### src/dmsh_pkg.sv
`default_nettype none
package dmsh_pkg;
  localparam logic [3:0] ADDR_DATA = 4'h0;
  localparam logic [3:0] ADDR_MODE = 4'h7;
  localparam logic [7:0] MODE_RESET = 8'h00;
  localparam int BIT_EN = 0;
  localparam int BIT_SEL_LO = 1;
  localparam int BIT_TH_LO = 3;
  localparam int BIT_TC_POL = 5;
  localparam int BIT_ACK_POL = 6;
  localparam int BIT_REQ_POL = 7;
  localparam logic [1:0] SEL_RD_IN = 2'h0;
  localparam logic [1:0] SEL_WR_IN = 2'h1;
  localparam int SYNC_W = 17;
  localparam logic [SYNC_W-1:0] SYNC_RESET = 17'h1e000;
  localparam logic [7:0] DATA_RESET = 8'h00;
  typedef enum {CYC_IDLE, CYC_CPU_RD, CYC_CPU_WR, CYC_M2D, CYC_D2M} dmsh_cyc_t;
endpackage : dmsh_pkg
`default_nettype wire

### src/dmsh_dma_mode_select.sv
`timescale 1ns/1ps
`default_nettype none
module dmsh_dma_mode_select import dmsh_pkg::*; (
  input wire logic clock,
  input wire logic sys_rst,
  input wire logic chip_select_n,
  input wire logic read_strobe_n,
  input wire logic write_strobe_n,
  input wire logic [3:0] host_address_lines,
  input wire logic [7:0] data_in,
  output logic [7:0] data_out,
  output logic data_oe,
  input wire logic dma_acknowledge,
  input wire logic terminal_count,
  output logic dma_request,
  output logic terminal_count_seen,
  output logic [1:0] dma_fifo_threshold,
  output logic [7:0] tx_data,
  output logic tx_valid,
  input wire logic tx_ready,
  input wire logic [7:0] rx_data,
  input wire logic rx_valid,
  output logic rx_ready
);
  // ==========================================================
  // pin synchronisers
  logic [SYNC_W-1:0] raw;
  logic [SYNC_W-1:0] s1_reg, s2_reg, s3_reg, stab_reg, stab_next;
  assign raw = {chip_select_n, read_strobe_n, write_strobe_n, dma_acknowledge,
                terminal_count, host_address_lines, data_in};
  // a bit only moves once the second and third stages agree
  genvar gi;
  generate
    for (gi = 0; gi < SYNC_W; gi++) begin : g_stab
      always_comb begin
        stab_next[gi] = (s2_reg[gi] == s3_reg[gi]) ? s3_reg[gi] : stab_reg[gi];
      end
    end
  endgenerate
  always_ff @(posedge clock) begin
    if (sys_rst) begin
      s1_reg <= SYNC_RESET;
      s2_reg <= SYNC_RESET;
      s3_reg <= SYNC_RESET;
      stab_reg <= SYNC_RESET;
    end else begin
      s1_reg <= raw;
      s2_reg <= s1_reg;
      s3_reg <= s2_reg;
      stab_reg <= stab_next;
    end
  end
  logic cs_act, rd_act, wr_act, ack_pin, tc_pin;
  logic [3:0] addr_s;
  logic [7:0] din_s;
  assign cs_act = ~stab_reg[16];
  assign rd_act = ~stab_reg[15];
  assign wr_act = ~stab_reg[14];
  assign ack_pin = stab_reg[13];
  assign tc_pin = stab_reg[12];
  assign addr_s = stab_reg[11:8];
  assign din_s = stab_reg[7:0];
  // ==========================================================
  // mode register decode
  logic [7:0] mode_reg, mode_next;
  logic dma_en, ack_act, tc_act;
  logic [1:0] sel;
  assign dma_en = mode_reg[BIT_EN];
  assign sel = mode_reg[BIT_SEL_LO+1:BIT_SEL_LO];
  assign ack_act = mode_reg[BIT_ACK_POL] ? ~ack_pin : ack_pin;
  assign tc_act = mode_reg[BIT_TC_POL] ? tc_pin : ~tc_pin;
  // reserved select codes map no single-address cycle here
  function automatic dmsh_cyc_t dma_kind(input logic [1:0] s, input logic rd);
    dmsh_cyc_t k;
    k = CYC_IDLE;
    if (s == SEL_RD_IN) begin
      k = rd ? CYC_M2D : CYC_D2M;
    end else if (s == SEL_WR_IN) begin
      k = rd ? CYC_D2M : CYC_M2D;
    end
    return k;
  endfunction : dma_kind
  // ==========================================================
  // bus cycle tracking
  dmsh_cyc_t cyc_reg, cyc_next;
  logic [7:0] tx0_reg, tx0_next, tx1_reg, tx1_next;
  logic v0_reg, v0_next, v1_reg, v1_next;
  logic [7:0] rdr_reg, rdr_next;
  logic rfull_reg, rfull_next, rx_ready_reg;
  logic [7:0] dout_reg, dout_next;
  logic oe_reg, oe_next, req_reg, req_next, tcs_reg, tcs_next, tc_old_reg;
  logic push, pop_rx, strobe, release_cyc;
  logic [7:0] push_data;
  assign strobe = rd_act | wr_act;
  always_comb begin
    cyc_next = cyc_reg;
    mode_next = mode_reg;
    push = 1'b0;
    push_data = din_s;
    pop_rx = 1'b0;
    release_cyc = (cyc_reg != CYC_IDLE) && !strobe;
    unique case (cyc_reg)
      CYC_IDLE: begin
        // DMA only counts while enabled; otherwise the select field is moot
        if (strobe && dma_en && ack_act) begin
          cyc_next = dma_kind(sel, rd_act);
        end else if (strobe && cs_act) begin
          cyc_next = rd_act ? CYC_CPU_RD : CYC_CPU_WR;
        end
      end
      CYC_CPU_RD: begin
        if (release_cyc) begin
          cyc_next = CYC_IDLE;
          pop_rx = (addr_s == ADDR_DATA);
        end
      end
      CYC_CPU_WR: begin
        if (release_cyc) begin
          cyc_next = CYC_IDLE;
          push = (addr_s == ADDR_DATA);
          if (addr_s == ADDR_MODE) begin
            mode_next = din_s;
          end
        end
      end
      CYC_M2D: begin
        // address lines play no part: data register only
        if (release_cyc) begin
          cyc_next = CYC_IDLE;
          push = 1'b1;
        end
      end
      CYC_D2M: begin
        if (release_cyc) begin
          cyc_next = CYC_IDLE;
          pop_rx = 1'b1;
        end
      end
    endcase
  end
  // ==========================================================
  // transmit buffer (two entries) and receive holding register
  always_comb begin
    tx0_next = tx0_reg;
    tx1_next = tx1_reg;
    v0_next = v0_reg;
    v1_next = v1_reg;
    if (v0_reg && tx_ready) begin
      tx0_next = tx1_reg;
      v0_next = v1_reg;
      v1_next = 1'b0;
    end
    // a push into a full buffer is dropped unless tx_ready pops an entry that cycle; by then the request is on only while rfull_reg is set
    if (push && !(v1_reg && !(v0_reg && tx_ready))) begin
      if (v0_next) begin
        tx1_next = push_data;
        v1_next = 1'b1;
      end else begin
        tx0_next = push_data;
        v0_next = 1'b1;
      end
    end
    rdr_next = rdr_reg;
    rfull_next = rfull_reg && !pop_rx;
    if (rx_valid && rx_ready_reg) begin
      rdr_next = rx_data;
      rfull_next = 1'b1;
    end
    oe_next = (cyc_next == CYC_CPU_RD) || (cyc_next == CYC_D2M);
    dout_next = DATA_RESET;
    if (cyc_next == CYC_D2M ||
        (cyc_next == CYC_CPU_RD && addr_s == ADDR_DATA)) begin
      dout_next = rdr_reg;
    end else if (cyc_next == CYC_CPU_RD && addr_s == ADDR_MODE) begin
      dout_next = mode_reg;
    end
    // request while there is room to fill or data to drain
    req_next = mode_reg[BIT_REQ_POL] ~^
               (dma_en && (!v1_reg || rfull_reg));
    tcs_next = dma_en && tc_act && !tc_old_reg;
  end
  always_ff @(posedge clock) begin
    if (sys_rst) begin
      mode_reg <= MODE_RESET;
      cyc_reg <= CYC_IDLE;
      tx0_reg <= DATA_RESET;
      tx1_reg <= DATA_RESET;
      v0_reg <= 1'b0;
      v1_reg <= 1'b0;
      rdr_reg <= DATA_RESET;
      rfull_reg <= 1'b0;
      rx_ready_reg <= 1'b0;
      dout_reg <= DATA_RESET;
      oe_reg <= 1'b0;
      req_reg <= 1'b1;
      tcs_reg <= 1'b0;
      tc_old_reg <= 1'b0;
    end else begin
      mode_reg <= mode_next;
      cyc_reg <= cyc_next;
      tx0_reg <= tx0_next;
      tx1_reg <= tx1_next;
      v0_reg <= v0_next;
      v1_reg <= v1_next;
      rdr_reg <= rdr_next;
      rfull_reg <= rfull_next;
      rx_ready_reg <= !rfull_next;
      dout_reg <= dout_next;
      oe_reg <= oe_next;
      req_reg <= req_next;
      tcs_reg <= tcs_next;
      tc_old_reg <= tc_act;
    end
  end
  assign data_out = dout_reg;
  assign data_oe = oe_reg;
  assign dma_request = req_reg;
  assign terminal_count_seen = tcs_reg;
  assign dma_fifo_threshold = mode_reg[BIT_TH_LO+1:BIT_TH_LO];
  assign tx_data = tx0_reg;
  assign tx_valid = v0_reg;
  assign rx_ready = rx_ready_reg;
endmodule : dmsh_dma_mode_select
`default_nettype wire

### config.mk
export PLATFORM = sky130hd
export DESIGN_NAME = dmsh_dma_mode_select
export DESIGN_NICKNAME = d
export VERILOG_FILES = /design/src/dmsh_pkg.sv /design/src/dmsh_dma_mode_select.sv
export SDC_FILE = /design/constraint.sdc
export NUM_CORES = 1
export LEC_CHECK = 0
export BUFFER_PORTS_ARGS = -buffer_cell sky130_fd_sc_hd__buf_2
export CORE_MARGIN = 3
export CORE_UTILIZATION = 52
export DETAILED_ROUTE_END_ITERATION = 8
export PLACE_DENSITY = 0.75
export SETUP_SLACK_MARGIN = 0.2
export SLEW_MARGIN = 20
export SYNTH_ARGS = -nofsm -noshare
export SYNTH_HDL_FRONTEND = slang
export SYNTH_SLANG_ARGS = --single-unit
### constraint.sdc
create_clock -name clock -period 2.56 [get_ports clock]
set_clock_uncertainty 0.2 [all_clocks]
set_input_delay 0 -clock clock [delete_from_list [all_inputs] [get_ports clock]]
set_output_delay 0 -clock clock [all_outputs]
set_load 0.005 [all_outputs]
---- Yosys cells after proc, flatten, opt, wreduce, memory -nomap -nowiden ----
Index checks and enable logic that the tools add are counted.
storage, ports and cells
  bits in registers ....................... 148
  input port bits ......................... 29
  output and inout bits ................... 23
operators by class
  eq/ne operators ......................... 25
  bitwise logic cells ..................... 7
  muxes and demuxes ....................... 26
  reductions and logical operators ........ 31
operator list
  kind                                                              count
  32-bit by 2-bit == test with 1-bit output, second input constant  3
  32-bit 2-to-1 mux                                                 3
  32-bit one-hot mux with 2 select lines                            1
  8-bit 2-to-1 mux                                                  5
  32-bit by 1-bit == test with 1-bit output, second input constant  1
  32-bit by 3-bit == test with 1-bit output, second input constant  1
  32-bit by 4-bit == test with 1-bit output, second input constant  1
  32-bit zero test                                                  1
  32-bit nonzero test                                               1
  1-bit == test                                                     17
  1-bit logical AND                                                 14
  3-bit 2-to-1 mux                                                  4
  1-bit 2-to-1 mux                                                  10
  1-bit zero test                                                   7
  1-bit inverter                                                    5
  4-bit by 3-bit == test with 1-bit output, second input constant   1
  4-bit zero test                                                   1
  1-bit one-hot mux with 2 select lines                             2
  4-bit OR reduction                                                1
  1-bit logical OR                                                  3
  3-bit AND reduction                                               1
  2-bit by 1-bit == test with 1-bit output, second input constant   1
  2-bit zero test                                                   1
  2-bit 2-to-1 mux                                                  1
  3 further kinds                                                   3

---- Longest topological paths before layout ----
  depth in word-level cells ............... 10
  depth in mapped cells ................... 10
  depth with buffers taken out ............ 7

---- Worst setup path after synthesis ----
No wires, ideal clock.
  path type ............................... reg-to-reg
  start point ............................. register cyc_reg[8]
  end point ............................... register tx0_reg[5] (netlist: tx_data[5])
  data arrival time ....................... 2,038 ps
  required time ........................... 2,224 ps
  cell stages (with the launch flop) ...... 10
  setup slack ............................. 186 ps
  path buffers ............................ 2
  clock period less this slack ............ 2,374 ps
  cell sequence ........................... dfxtp_1 > nor4_2 > and4_4 > nand2_4 > or4_4 > nand2b_4 > buf_6 > buf_12 > nor2_1 > a311oi_2
between the ends
  word-level cells in the longest chain between the ends .. 6
  elaborated cells on any way between the ends .. 9
  those cells by class .................... eq/ne (2); mux (4); reduce/logical (3)
RTL lines
  item                                       line                                                      source
  from (decl)                                dmsh_dma_mode_select.sv:85                                dmsh_cyc_t cyc_reg, cyc_next;
  from (signal assigned)                     dmsh_dma_mode_select.sv:200                               cyc_reg <= cyc_next;
  32-bit nonzero test                        dmsh_dma_mode_select.sv:101                               release_cyc = (cyc_reg != CYC_IDLE) && !strobe;
  1-bit logical AND                          dmsh_dma_mode_select.sv:101
  1-bit 2-to-1 mux (on tied branches)        dmsh_dma_mode_select.sv:128, dmsh_dma_mode_select.sv:118
  1-bit one-hot mux with 2 select lines (*)  dmsh_dma_mode_select.sv:102                               unique case (cyc_reg)
  1-bit logical AND (*)                      dmsh_dma_mode_select.sv:154                               if (push && !(v1_reg && !(v0_reg && tx_ready))) begin
  8-bit 2-to-1 mux (*)                       dmsh_dma_mode_select.sv:154
  to (signal assigned)                       dmsh_dma_mode_select.sv:201                               tx0_reg <= tx0_next;
  to (decl)                                  dmsh_dma_mode_select.sv:86                                logic [7:0] tx0_reg, tx0_next, tx1_reg, tx1_next;
Mark *: on every way between the ends. The rest lies on a longest branch, timed or not.
A chain may end at the register's enable or synchronous reset.

---- Worst setup path in the final report ----
  start point ............................. register cyc_reg[16]
  end point ............................... register dout_reg[6] (netlist: data_out[6])
between the ends
  word-level cells in the longest chain between the ends .. 8
  elaborated cells on any way between the ends .. 19
  those cells by class .................... eq/ne (6); mux (6); reduce/logical (7)
RTL lines
  item                                                         line                                                      source
  32-bit nonzero test                                          dmsh_dma_mode_select.sv:101
  1-bit logical AND                                            dmsh_dma_mode_select.sv:101
  32-bit 2-to-1 mux                                            --
  32-bit one-hot mux with 2 select lines (*)                   dmsh_dma_mode_select.sv:102
  32-bit by 2-bit == test with 1-bit output                    dmsh_dma_mode_select.sv:172, dmsh_dma_mode_select.sv:174
  1-bit logical AND (on tied branches)                         dmsh_dma_mode_select.sv:174, dmsh_dma_mode_select.sv:172
  8-bit 2-to-1 mux / 1-bit logical OR (equally long branches)  dmsh_dma_mode_select.sv:174, dmsh_dma_mode_select.sv:171
  8-bit 2-to-1 mux (*)                                         dmsh_dma_mode_select.sv:171                               if (cyc_next == CYC_D2M ||
  to (signal assigned)                                         dmsh_dma_mode_select.sv:208                               dout_reg <= dout_next;
  to (decl)                                                    dmsh_dma_mode_select.sv:90                                logic [7:0] dout_reg, dout_next;
Marked as above.

==> flow_metrics.py <==
metrics = {
    "outcome": {
        "outcome": "finished, final reports clean",
    },
    "sta": {
        "hold_viol": 0,
        "worstMarginPinSlew_ns": 1.065,
        "max_slew_margin": 0.2828,
        "finalCritPeriodShare": 0.9558,
        "timing.hold.ws_ns": 0.02268,
        "maxSlewViolCount": 0,
        "fmaxAchievable_mhz": 408.7,
        "min_period_ns": 2.447,
        "tns_ns": 0,
        "setup_viol": 0,
        "rsz0062_at_grt": "true",
        "setup_ws_ns": 0.1132,
    },
    "power_and_ir_drop": {
        "comb_power_share": 0.034,
        "ir_drop_mv": 0.4348,
        "intPower_mw": 3.840,
        "p_per_area_nw_per_um2": 721.6,
        "swShare": 0.2050,
        "p_total_mw": 4.831,
        "p_clk_frac": 0.477,
        "power_switching_mw": 0.9902,
        "p_leak_nw": 2.713,
        "seqPwrFrac": 0.490,
    },
    "global_routing": {
        "antenna_found_initial": 0,
        "overflow": 0,
        "grt_max_degree": 62,
        "grt_pass1_wl_um": 17380,
        "grt_usage": 0.1969,
        "grt_pass1_vias": 3709,
    },
    "route": {
        "wl_per_cell_um": 14.37,
        "drt-met1-wl_um": 4586,
        "via_count": 3791,
        "wirelength_um": 10590,
        "routed.top_layer": "met4",
        "firstDrtPassIters": 4,
        "viasPerCell": 5.144,
        "dr.first_iter.drc_count": 169,
        "wl_met2_um": 5412,
        "ant_nets": 0,
        "met3_length_um": 429,
        "drc_errors": 0,
    },
    "cts": {
        "path_clk_slew_ns": 0.06,
        "cts_made_buffers": 17,
        "clockBufferDepth": 2,
        "cts.sink_count": 148,
        "tritoncts": "built",
        "clock_latency_ns": 0.51,
        "root_buffer": "clkbuf_8",
        "htreeDepth": 4,
    },
    "floorplanning": {
        "die_y_um": 104.7,
        "die_w_um": 104.7,
        "dieArea_um2": 10950,
        "rows": 35,
        "pin_count": 52,
        "core-area_um2": 9371,
        "start_util": 0.5402,
    },
    "critical_path": {
        "r2r-end": "data_out[6]",
        "cp-start-kind": "flip-flop",
        "reg2reg_slack_ns": 0.11,
        "reg2reg_depth": 8,
        "cp-startpoint": "cyc_reg[16]",
        "worst_ep_arrival_time_ns": 2.71,
        "cp-end-kind": "flip-flop",
        "critPathRequiredTime_ns": 2.82,
        "critPathMaxFanout": 8,
        "crit_type": "reg2reg",
        "r2r_start": "cyc_reg[16]",
    },
    "synthesis": {
        "ys_warn_count": 0,
        "ys_ff_latch": 148,
        "async_flop_share": 0,
        "post-synth-top-area-cell": "dfxtp_1",
        "syn_inst": 486,
        "yosysSeqAreaShare": 0.5853,
        "ys.flop_type": "dfxtp_1",
        "netlist.area_leader.share": 0.5853,
        "synthesis.area_um2": 5062,
        "syn_nets": 515,
        "synth.distinct_cells": 53,
        "ys_top_cells_by_area": "dfxtp_1, nor2b_1, mux2i_1",
        "synth_area_per_cell_um2": 10.42,
        "synth_edf_count": 0,
    },
    "placed_design": {
        "place_ws_ns": 0.04256,
        "hpwl_um": 5798,
        "place_area_um2": 5409,
        "routabilityCongestion": 0.7922,
        "io_buffer_count": 51,
    },
    "min_path": {
        "hold_path.class": "in2reg",
        "hold_path_depth": 3,
        "min_from": "data_in[7]",
        "whs_endpoint": "s1_reg[7]",
    },
    "finish": {
        "num-nets-final": 625,
        "drive_gt1_frac": 0.2648,
        "diodes": 0,
        "syn2layout_area_growth_pct": 32.23,
        "final_common_cell": "dfxtp_1",
        "largest_reg_flops": 32,
        "fin_area_um2": 6694,
        "final_cell_mix": "dfxtp_1, buf_2, dlygate4sd3_1",
    },
    "flow_run": {
        "maxCapViolations": 0,
    },
}
[stage by stage]
step / std cells / util
5_1_grt: 737 / 0.7143
3_5_place_dp: 649 / 0.5772
4_1_cts: 735 / 0.7047
3_3_place_gp: 649 / 0.5772
6_report: 737 / 0.7143
2_1_floorplan: 486 / -
[synthesized netlist by cell type (all sizes together) (3+ instances only)]
library cell	instances
or4	3
nand2	46
clkbuf	14
a21oi	33
nand4	3
a22o	8
nand3	9
inv	3
nor2	39
dfxtp	148
and2	31
nor3	5
or2	13
mux2i	19
nor4	7
xor2	4
a311oi	8
nor2b	43
buf	10
o21ai	16
o21bai	4
[kinds of logic (layout without fill, tap and decap cells)]
kind of cell    Yosys count  count (layout)  synth area share
mux                      19              19           0.03757
xor+xnor                  5               5          0.008650
buf+inv                  27             148           0.02694
simple gates            208             209            0.2321
compound gates           79              79            0.1095
flops                   148             148            0.5853
[power by group through the flow]
stage                     clock, mW  combinational (mW)  sequential, mW
after floorplan                   0              0.0704            2.41
after global placement            0               0.100            2.41
after detailed placement          0               0.104            2.41
after CTS                      2.33               0.157            2.36
after global routing           2.45               0.179            2.37
final                          2.30               0.163            2.37
[critical path, stage by stage (launching register included)]
cell and delay, ns:
dfxtp_2 0.34, nor4_4 0.31, nand4_1 0.21, buf_4 0.20, o311ai_4 0.23, o211ai_2 0.18
or2_4 0.28, a21oi_4 0.26, a22o_1 0.19
[worst max-delay path by stage]
| stage | to | slack, ns |
|---|---|---|
| 6_report | data_out[6] | 0.11 |
| 5_1_grt | data_out[2] | 0.05 |
| 4_1_cts | data_out[1] | 0.17 |
| 3_5_place_dp | tx1_reg[1] | 0.04 |
| 3_3_place_gp | data_out[2] | 0.11 |
| 2_1_floorplan | tx_data[5] | 0.19 |
[repair_timing]
action | 4_1_cts | 5_1_grt
gates cloned | 1 | 0
pin swaps | 24 | 12
setup endpoints to repair | 24 | 42
endpoints found under the hold margin | 73 | 0
hold buffers | 48 | 0
gates resized for setup | 21 | 23
setup buffers | 6 | 2
[routing by layer]
metal | global-route usage | vias up
li1 | - | 1867
met1 | 0.2297 | 1816
met2 | 0.3418 | 87
met3 | 0.05312 | 21
met4 | 0.08154 | 0
met5 | 0 | -
[cell type report]
class / instances / area (µm²)
well taps: 129 / 161.4
inverters: 3 / 11.26
multi-input cells: 312 / 2132
clock buffers: 22 / 442.9
fillers: 675 / 2678
repair buffers: 114 / 867.1
flip-flops and latches: 148 / 2973
clock inverters: 9 / 106.4
Note: power is estimated with default switching activity, not from simulation.
